--- config.mk ---
export PLATFORM = sky130hd
export DESIGN_NAME = sac_top
export DESIGN_NICKNAME = d
export VERILOG_FILES = /design/src/inc/sac_pkg.sv /design/src/sac_div.sv /design/src/sac_top.sv
export SDC_FILE = /design/constraint.sdc
export NUM_CORES = 1
export LEC_CHECK = 0
export BUFFER_PORTS_ARGS = -buffer_cell sky130_fd_sc_hd__buf_2
export CELL_PAD_IN_SITES_DETAIL_PLACEMENT = 1
export CELL_PAD_IN_SITES_GLOBAL_PLACEMENT = 1
export CORE_UTILIZATION = 30
export CTS_CLUSTER_SIZE = 8
export DETAILED_ROUTE_END_ITERATION = 12
export GPL_ROUTABILITY_DRIVEN = 0
export HOLD_SLACK_MARGIN = 0.03
export PLACE_DENSITY_LB_ADDON = 0.1
export SLEW_MARGIN = 20
export SYNTH_ARGS = -nofsm -noshare
export SYNTH_HDL_FRONTEND = slang
export SYNTH_SLANG_ARGS = --single-unit
--- constraint.sdc ---
create_clock -name mclk -period 10.2 [get_ports mclk]
set_input_delay 2.04 -clock mclk [delete_from_list [all_inputs] [get_ports mclk]]
set_output_delay 2.04 -clock mclk [all_outputs]
set_load 0.02 [all_outputs]
--- src/inc/sac_pkg.sv ---
package sac_pkg;

    // ------------------------------------------------------------
    // register map
    // ------------------------------------------------------------
    localparam logic [7:0] EXTRA_GAIN_IADDR = 8'h08;
    localparam logic [7:0] TRACK_CFG_ADDR   = 8'hBA;
    localparam logic [7:0] CONV_CFG_ADDR    = 8'hBC;
    localparam logic [7:0] EXTRA_GAIN_RST   = 8'h01;
    localparam logic [7:0] TRACK_CFG_RST    = 8'hFF;
    localparam logic [7:0] CONV_CFG_RST     = 8'hF8;

    // ------------------------------------------------------------
    // field positions
    // ------------------------------------------------------------
    localparam int DIV_LSB   = 3;
    localparam int RPT_LSB   = 1;
    localparam int GAIN_PROGRAM_ENABLE_B  = 0;
    localparam int PWR_LSB   = 4;
    localparam int TMODE_LSB = 2;
    localparam int TTIME_LSB = 0;

    // tracking modes
    localparam logic [1:0] TM_RSVD = 2'h0;
    localparam logic [1:0] TM_POST = 2'h1;
    localparam logic [1:0] TM_PRE  = 2'h2;
    localparam logic [1:0] TM_DUAL = 2'h3;

    // ------------------------------------------------------------
    // timing
    // ------------------------------------------------------------
    localparam int CLK_PERIOD_NS = 25;
    localparam int BURST_OSC_MHZ = 25;
    localparam int PWR_UNIT_NS   = 200;
    localparam int PWR_UNIT_CYC  =
        (PWR_UNIT_NS + CLK_PERIOD_NS - 1) / CLK_PERIOD_NS;
    localparam logic [4:0] CONV_SAR_CYC  = 5'h0D;
    localparam logic [1:0] EDGE_SUBSYSTEM_CLOCK_CYC = 2'h2;

    typedef enum logic [1:0] {
        ST_IDLE,
        ST_PWRUP,
        ST_TRACK,
        ST_CONV
    } sac_state_e;

endpackage

--- src/sac_div.sv ---
`timescale 1ns/1ps
// sar clock enable: one pulse every div+1 subsystem clock cycles
module sac_div #(
    parameter int WIDTH = 5
) (
    input  wire logic             mclk,
    input  wire logic             resetn,
    input  wire logic             clr,
    input  wire logic [WIDTH-1:0] div,
    output logic                  tick
);

    logic [WIDTH-1:0] cnt;

    // elaboration check: a zero-width counter cannot divide
    if (WIDTH < 1) begin : g_width_chk
        $error("sac_div: WIDTH must be at least 1");
    end

    // restart on clr so each phase begins on a whole sar period
    always_ff @(posedge mclk or negedge resetn) begin
        if (!resetn) begin
            cnt  <= '0;
            tick <= 1'b0;
        end else if (clr) begin
            cnt  <= '0;
            tick <= 1'b0;
        end else if (cnt == div) begin
            cnt  <= '0;
            tick <= 1'b1;
        end else begin
            cnt  <= cnt + 1'b1;
            tick <= 1'b0;
        end
    end

endmodule

--- src/sac_top.sv ---
`timescale 1ns/1ps
// converter sequencer: registers, timing, accumulation, window check
module sac_top (
    input  wire logic        mclk,
    input  wire logic        resetn,
    input  wire logic [7:0]  sfr_addr,
    input  wire logic [7:0]  sfr_wdata,
    input  wire logic        sfr_we,
    input  wire logic        sfr_re,
    output logic      [7:0]  sfr_rdata,
    input  wire logic [7:0]  ind_addr,
    input  wire logic        ind_bit0,
    input  wire logic        ind_we,
    input  wire logic        convert_start,
    input  wire logic        burst_select,
    input  wire logic        converter_enable_bit,
    input  wire logic        left_justify_bit,
    input  wire logic [15:0] upper_limit,
    input  wire logic [15:0] lower_limit,
    input  wire logic [11:0] core_result,
    input  wire logic        eoc_clear,
    input  wire logic        window_clear,
    output logic             clk_src_burst,
    output logic             sar_step,
    output logic             track_on,
    output logic             converter_power,
    output logic             st_idle,
    output logic             st_tracking,
    output logic             st_converting,
    output logic             extra_gain_bit,
    output logic      [15:0] result,
    output logic      [3:0]  repeat_count,
    output logic             end_of_conversion_irq,
    output logic             window_flag
);

    // ------------------------------------------------------------
    // decode helpers
    // ------------------------------------------------------------
    // sar cycles of the track phase for each track_time_field code
    function automatic logic [4:0] track_sar(input logic [1:0] code);
        logic [4:0] n;
        n = 5'h02;
        unique case (code)
            2'h0: n = 5'h02;
            2'h1: n = 5'h04;
            2'h2: n = 5'h08;
            2'h3: n = 5'h10;
        endcase
        return n;
    endfunction

    // conversions per group, less one
    function automatic logic [3:0] rpt_last(input logic [1:0] code);
        logic [3:0] n;
        n = 4'h0;
        unique case (code)
            2'h0: n = 4'h0;
            2'h1: n = 4'h3;
            2'h2: n = 4'h7;
            2'h3: n = 4'hF;
        endcase
        return n;
    endfunction

    // inside window when lower > upper, outside otherwise
    function automatic logic win_hit(input logic [15:0] v,
                                     input logic [15:0] gt,
                                     input logic [15:0] lt);
        logic h;
        h = 1'b0;
        if (lt > gt) begin
            h = (v > gt) && (v < lt);
        end else begin
            h = (v > gt) || (v < lt);
        end
        return h;
    endfunction

    // ------------------------------------------------------------
    // registers
    // ------------------------------------------------------------
    logic [7:0] tracking_config;
    logic [7:0] converter_config;

    always_ff @(posedge mclk or negedge resetn) begin
        if (!resetn) begin
            tracking_config  <= sac_pkg::TRACK_CFG_RST;
            converter_config <= sac_pkg::CONV_CFG_RST;
        end else if (sfr_we) begin
            if (sfr_addr == sac_pkg::TRACK_CFG_ADDR) begin
                tracking_config <= sfr_wdata;
            end
            if (sfr_addr == sac_pkg::CONV_CFG_ADDR) begin
                converter_config <= sfr_wdata;
            end
        end
    end

    // indirect gain write, only bit 0 kept
    always_ff @(posedge mclk or negedge resetn) begin
        if (!resetn) begin
            extra_gain_bit <= sac_pkg::EXTRA_GAIN_RST[0];
        end else if (ind_we && converter_config[sac_pkg::GAIN_PROGRAM_ENABLE_B]
                     && ind_addr == sac_pkg::EXTRA_GAIN_IADDR) begin
            extra_gain_bit <= ind_bit0;
        end
    end

    // read port; unmapped addresses and the write-only gain read zero
    always_ff @(posedge mclk or negedge resetn) begin
        if (!resetn) begin
            sfr_rdata <= 8'h00;
        end else if (sfr_re) begin
            unique case (sfr_addr)
                sac_pkg::TRACK_CFG_ADDR: sfr_rdata <= tracking_config;
                sac_pkg::CONV_CFG_ADDR:  sfr_rdata <= converter_config;
                default:                 sfr_rdata <= 8'h00;
            endcase
        end
    end

    // ------------------------------------------------------------
    // field decode
    // ------------------------------------------------------------
    logic [4:0] sar_divider;
    logic [1:0] repeat_field;
    logic [3:0] powerup_time_field;
    logic [1:0] tracking_mode_field;
    logic [1:0] track_time_field;
    logic [7:0] pwr_cycles;

    assign sar_divider         = converter_config[sac_pkg::DIV_LSB +: 5];
    assign repeat_field        = converter_config[sac_pkg::RPT_LSB +: 2];
    assign powerup_time_field  = tracking_config[sac_pkg::PWR_LSB +: 4];
    assign tracking_mode_field = tracking_config[sac_pkg::TMODE_LSB +: 2];
    assign track_time_field    = tracking_config[sac_pkg::TTIME_LSB +: 2];
    // (field + 1) units of 200 ns
    assign pwr_cycles = 8'((powerup_time_field + 5'h01)
                           * sac_pkg::PWR_UNIT_CYC);

    // ------------------------------------------------------------
    // sequencer
    // ------------------------------------------------------------
    sac_pkg::sac_state_e state;
    logic       div_clr;
    logic       tick;
    logic [4:0] sar_cnt;
    logic [7:0] pw_cnt;
    logic       phase_done;
    logic [4:0] phase_len;
    logic       start_ok;
    logic       cold;
    logic       first_phase_conv;

    sac_div #(
        .WIDTH (5)
    ) u_div (
        .mclk   (mclk),
        .resetn (resetn),
        .clr    (div_clr),
        .div    (sar_divider),
        .tick   (tick)
    );

    // reserved mode takes no starts; disabled unit only in burst
    assign start_ok = convert_start
                      && tracking_mode_field != sac_pkg::TM_RSVD
                      && (converter_enable_bit || burst_select);
    // power-up wait only when resting in low power
    assign cold = burst_select && !converter_enable_bit;
    assign first_phase_conv = (tracking_mode_field == sac_pkg::TM_PRE);
    // sar cycles of the current phase
    assign phase_len = (state == sac_pkg::ST_CONV)
                       ? sac_pkg::CONV_SAR_CYC
                       : track_sar(track_time_field);
    // restart cycle and tick latency are the 2 subsystem cycles
    // so a phase ends on its last sar tick
    assign phase_done = tick && !div_clr
                        && (sar_cnt == phase_len - 5'h01);

    always_ff @(posedge mclk or negedge resetn) begin
        if (!resetn) begin
            state   <= sac_pkg::ST_IDLE;
            div_clr <= 1'b1;
            pw_cnt  <= 8'h00;
        end else begin
            div_clr <= 1'b0;
            unique case (state)
                sac_pkg::ST_IDLE: begin
                    pw_cnt <= 8'h00;
                    if (start_ok) begin
                        div_clr <= 1'b1;
                        if (cold) begin
                            state <= sac_pkg::ST_PWRUP;
                        end else if (first_phase_conv) begin
                            state <= sac_pkg::ST_CONV;
                        end else begin
                            state <= sac_pkg::ST_TRACK;
                        end
                    end
                end
                sac_pkg::ST_PWRUP: begin
                    pw_cnt <= pw_cnt + 8'h01;
                    if (pw_cnt == pwr_cycles - 8'h01) begin
                        div_clr <= 1'b1;
                        state   <= first_phase_conv ? sac_pkg::ST_CONV
                                                    : sac_pkg::ST_TRACK;
                    end
                end
                sac_pkg::ST_TRACK: begin
                    if (phase_done) begin
                        div_clr <= 1'b1;
                        state   <= sac_pkg::ST_CONV;
                    end
                end
                // burst self-times the group, else wait for a start
                sac_pkg::ST_CONV: begin
                    if (phase_done) begin
                        div_clr <= 1'b1;
                        if (repeat_count == rpt_last(repeat_field)
                            || !burst_select) begin
                            state <= sac_pkg::ST_IDLE;
                        end else begin
                            state <= first_phase_conv ? sac_pkg::ST_CONV
                                                      : sac_pkg::ST_TRACK;
                        end
                    end
                end
            endcase
        end
    end

    // phase counter of sar ticks; held clear outside the timed phases
    always_ff @(posedge mclk or negedge resetn) begin
        if (!resetn) begin
            sar_cnt <= 5'h00;
        end else if (div_clr || state == sac_pkg::ST_IDLE
                     || state == sac_pkg::ST_PWRUP) begin
            sar_cnt <= 5'h00;
        end else if (tick && sar_cnt != phase_len) begin
            sar_cnt <= sar_cnt + 5'h01;
        end
    end

    // ------------------------------------------------------------
    // accumulation and window
    // ------------------------------------------------------------
    logic        conv_end;
    logic        group_end;
    logic [15:0] sum;

    assign conv_end  = (state == sac_pkg::ST_CONV) && phase_done;
    assign group_end = conv_end && repeat_count == rpt_last(repeat_field);
    // first conversion of a group restarts the sum
    assign sum = (repeat_count == 4'h0) ? {4'h0, core_result}
                 : result + {4'h0, core_result};

    // sum in the result pair; left justify only for single
    always_ff @(posedge mclk or negedge resetn) begin
        if (!resetn) begin
            result       <= 16'h0000;
            repeat_count <= 4'h0;
        end else if (conv_end) begin
            if (left_justify_bit && repeat_field == 2'h0) begin
                result <= {core_result, 4'h0};
            end else begin
                result <= sum;
            end
            repeat_count <= group_end ? 4'h0 : repeat_count + 4'h1;
        end
    end

    // flags at group end; a set in the clear cycle wins
    always_ff @(posedge mclk or negedge resetn) begin
        if (!resetn) begin
            end_of_conversion_irq <= 1'b0;
            window_flag           <= 1'b0;
        end else begin
            if (group_end) begin
                end_of_conversion_irq <= 1'b1;
            end else if (eoc_clear) begin
                end_of_conversion_irq <= 1'b0;
            end
            if (group_end && win_hit(
                    (left_justify_bit && repeat_field == 2'h0)
                        ? {core_result, 4'h0} : sum,
                    upper_limit, lower_limit)) begin
                window_flag <= 1'b1;
            end else if (window_clear) begin
                window_flag <= 1'b0;
            end
        end
    end

    // ------------------------------------------------------------
    // analog side controls
    // ------------------------------------------------------------
    // registered one cycle behind state; the core tolerates the lag
    always_ff @(posedge mclk or negedge resetn) begin
        if (!resetn) begin
            clk_src_burst   <= 1'b0;
            sar_step        <= 1'b0;
            track_on        <= 1'b0;
            converter_power <= 1'b0;
            st_idle         <= 1'b1;
            st_tracking     <= 1'b0;
            st_converting   <= 1'b0;
        end else begin
            clk_src_burst <= burst_select;
            // stale tick from the last phase is dropped on restart
            sar_step      <= tick && !div_clr && state == sac_pkg::ST_CONV;
            // power follows enable or a running burst group
            converter_power <= converter_enable_bit
                               || (burst_select && state != sac_pkg::ST_IDLE);
            // track between conversions only in pre and dual
            track_on <= (state == sac_pkg::ST_TRACK)
                        || (state == sac_pkg::ST_IDLE
                            && tracking_mode_field[1]
                            && converter_enable_bit);
            // exactly one state shown; power-up shows as idle
            st_idle       <= state == sac_pkg::ST_IDLE
                             || state == sac_pkg::ST_PWRUP;
            st_tracking   <= state == sac_pkg::ST_TRACK;
            st_converting <= state == sac_pkg::ST_CONV;
        end
    end

endmodule
==> impl_results.md <==
* Total power draw at 1.24 mW
* Starting Density at 30.7%
* Synth top area share at 25.9%
* CP Class: in2reg
* Total negative setup slack at 0 ns
* Post-DP Area at 0.00664 sq mm
* Setup bufs post-CTS at 0
* Fin. max-slew vios at 0
* Most frequent cells in the layout: buf_2, nand2_1, ha_1
* RSZ-0062 raised after global routing: false
* Min cycle time layout at 5.94 ns
* PnR worst setup slack at 4.26 ns
* Share of cells above drive strength 1 at 25.0%
* ANT nets after route at 0
* Met2 WL post-DR at 8010 um
* # DRC at 0
* Total of max-cap violations at 0
* Worst Path Required at 10.44 ns
* Die width at 141 um
* DRT Wirelength at 18200 um
* Row count at 50
* CP Capture Type: register
* Async set or reset register ratio after synthesis at 100%
* Commonest non-fill, non-tap cell in the layout: buf_2
* Mean area per synthesized cell at 8.76 sq um
* Port Buffers at 117
* Core box area at 0.0188 sq mm
* Total CTS buffers at 9
* EDFF count, synth at 0
* Worst-path clk slew at 0.07 ns
* Fin area at 0.00693 sq mm
* Final Hold Fails at 0
* Post-CTS Hold Fix Bufs at 0
* Post-synthesis cell area at 0.00579 sq mm
* Clock skew at 0.00654 ns
* Initial antenna violation count at 0
* Clock buffer depth at 2
* Fin crit share at 58.3%
* Routed len/inst at 17.5 um
* Vias at 5285
* Fillers at 2249
* Diode count at 0
* Clock Sinks at 76
* Final nets at 918
* Hold Crit Class: reg2reg
* Die area at 0.0199 sq mm
* Synth cell types at 68
* Core Util, Final at 36.8%
* First drt pass iteration count at 4
* Syn_nets at 807
* Clk_lat worst skew at 0.35 ns
* Vias in the first global route at 5634
* Clock Root Buffer: clkbuf_16
* Slew HR at 32.0%
* Leakage power at 3.40 nW
* Worst Setup Start Kind: primary input
* DP HPWL at 14400 um
* Register area share after synthesis at 33.2%
* Setup WS pre-CTS at 3.88 ns
* Layout area overhead at 19.7%
* Predominant post-synthesis flop cell: dfrtp_1
* Met1 wire length at 9270 um
* FMAX at 0.168 GHz
* All-Layer GR Usage at 19.2%
* # setup viols final at 0
* Synth warn at 0
* #FFs+latches synth at 76
* Crit Reg-Reg Startpoint: result[0]$_DFFE_PN0P_
* GRT overflow at 0
* Data arrival, critical path at 6.19 ns
* Worst Reg-to-Reg Cells at 17
* Worst-path fanout max at 5
* Resized cells post-CTS at 0
* Worst Setup SP: core_result[0]
* Io pins at 118
* FF-to-FF End: window_flag$_DFFE_PN0P_
* Die Y at 141 um
* Worst VDD drop at 88.5 uV
* Synth area leaders: dfrtp_1, ha_1, dfstp_2
* Largest net degree at the start of global routing at 57
* Slew @ Worst Pin at 1.01 ns
* Global-route wire length before repair at 29800 um
* Register Area at 0.00192 sq mm
* CTS tree: done
* H-tree Lvls at 3
* DR WL met3 at 724 um
* Dominant cell type by area after synthesis: dfrtp_1
* Vias per std cell at 5.10
* Highest Signal Layer: met4
* Critical Path Sink: window_flag$_DFFE_PN0P_
* Status: completed
* Synthesized instance count at 661
* Initial drt markers at 202
* Pwr/cell area at 180 mW/mm^2
* R2R setup slack at 5.66 ns
* Area of the multi-input gates at 0.00359 sq mm
power breakdown:
part | total (mW) | switching, mW | internal (mW) | leakage (nW)
combinational | 0.474 | 0.280 | 0.195 | 2.33
sequential | 0.448 | 0.0828 | 0.365 | 0.927
clock | 0.322 | 0.150 | 0.172 | 0.144
total | 1.24 | 0.512 | 0.732 | 3.40
how the worst min path moves through the flow:
stage,endpoint,depth (start not counted),slack (ns),start
after floorplan,u_div.cnt[0]$_DFF_PN0_,1,0.47,u_div.cnt[0]$_DFF_PN0_
after global placement,pw_cnt[1]$_DFFE_PN0P_,2,0.50,pw_cnt[1]$_DFFE_PN0P_
after detailed placement,u_div.cnt[0]$_DFF_PN0_,1,0.51,u_div.cnt[0]$_DFF_PN0_
after CTS,u_div.cnt[0]$_DFF_PN0_,1,0.52,u_div.cnt[0]$_DFF_PN0_
after global routing,u_div.cnt[0]$_DFF_PN0_,1,0.54,u_div.cnt[0]$_DFF_PN0_
final,u_div.cnt[0]$_DFF_PN0_,1,0.52,u_div.cnt[0]$_DFF_PN0_
cell type report:
class / count / share of cell area (%)
Clock buffer: 9 / 3.25
Clock inverter: 7 / 0.921
Inverter: 53 / 2.87
Multi-Input combinational cell: 513 / 51.8
Sequential cell: 76 / 27.7
Tap cell: 260 / 4.69
Timing Repair Buffer: 119 / 8.70
worst max-delay path, cell delays in order:
cell and delay, ns:
buf_2 0.12, ha_1 0.18, inv_1 0.05, fa_1 0.40, nor2b_1 0.17, o21bai_1 0.10, a21oi_1 0.25, o211ai_1 0.18
a22oi_1 0.43, a31oi_1 0.19, a221o_1 0.33, ha_1 0.34, nand4_1 0.16, nor4_1 0.42, a211oi_1 0.13, a21o_1 0.19
maj3_2 0.31, o41ai_2 0.19
flip-flops by register name (all words and copies together) (netlist names), 2 cells and up:
signal / flops
result: 16
pw_cnt: 8
state: 2
u_div.cnt: 5
sfr_rdata: 8
repeat_count: 4
sar_cnt: 5
tracking_config: 8
converter_config: 8
metrics by stage:
stage	hold WS, ns	cells
after CTS	0.521	1037
after global routing	0.543	1037
after global placement	0.496	1021
final	0.516	1037
after detailed placement	0.511	1021
after floorplan	0.473	661
synthesized netlist by cell type (2+ instances only):
cell      count
inv_1        52
nand4_1      11
or3_1         5
a21o_1       11
and3_1        4
mux2i_1       7
nor3b_2       2
a211o_1       2
o21a_1        2
or3b_2        2
nand3_1      24
a21boi_0      3
xnor2_1      23
clkbuf_1     14
a221oi_1      2
o31ai_1       3
dfrtp_1      60
nor4_1        4
nand2b_1      4
a41oi_1       2
nor2b_1       5
nand2_1      68
a22o_1        2
dfstp_2      16
o211ai_1      3
o21ai_0      36
mux2_2       26
and2_1        4
a22oi_1      10
buf_2         4
a21oi_1      52
nor3b_1       2
nor3_1        8
a31oi_1       9
nor2_1       57
xor2_1        9
ha_1         65
a221o_1       3
o21bai_1      2
or4_1         2
o22ai_1       6
nand3b_1      3
or2_2         3
a211oi_1      5
layer usage:
metal  vias up  track usage, %
met5         -               0
met4         0            4.52
met3        10            3.60
met2       102            30.2
met1      2584            27.0
li1       2589               -
cell families (layout without fill, tap and decap cells):
group / Yosys count / count (layout) / synth area share [%]
and+or+nand+nor: 220 / 220 / 18.8
muxes: 33 / 33 / 6.27
AOI/OAI and AO/OA: 161 / 161 / 17.5
buffers and inverters: 72 / 188 / 4.75
xor gates and xnor gates: 32 / 32 / 4.84
adders and majority gates: 67 / 67 / 14.6
DFF: 76 / 76 / 33.2
Power figures use the tool's default switching activity.
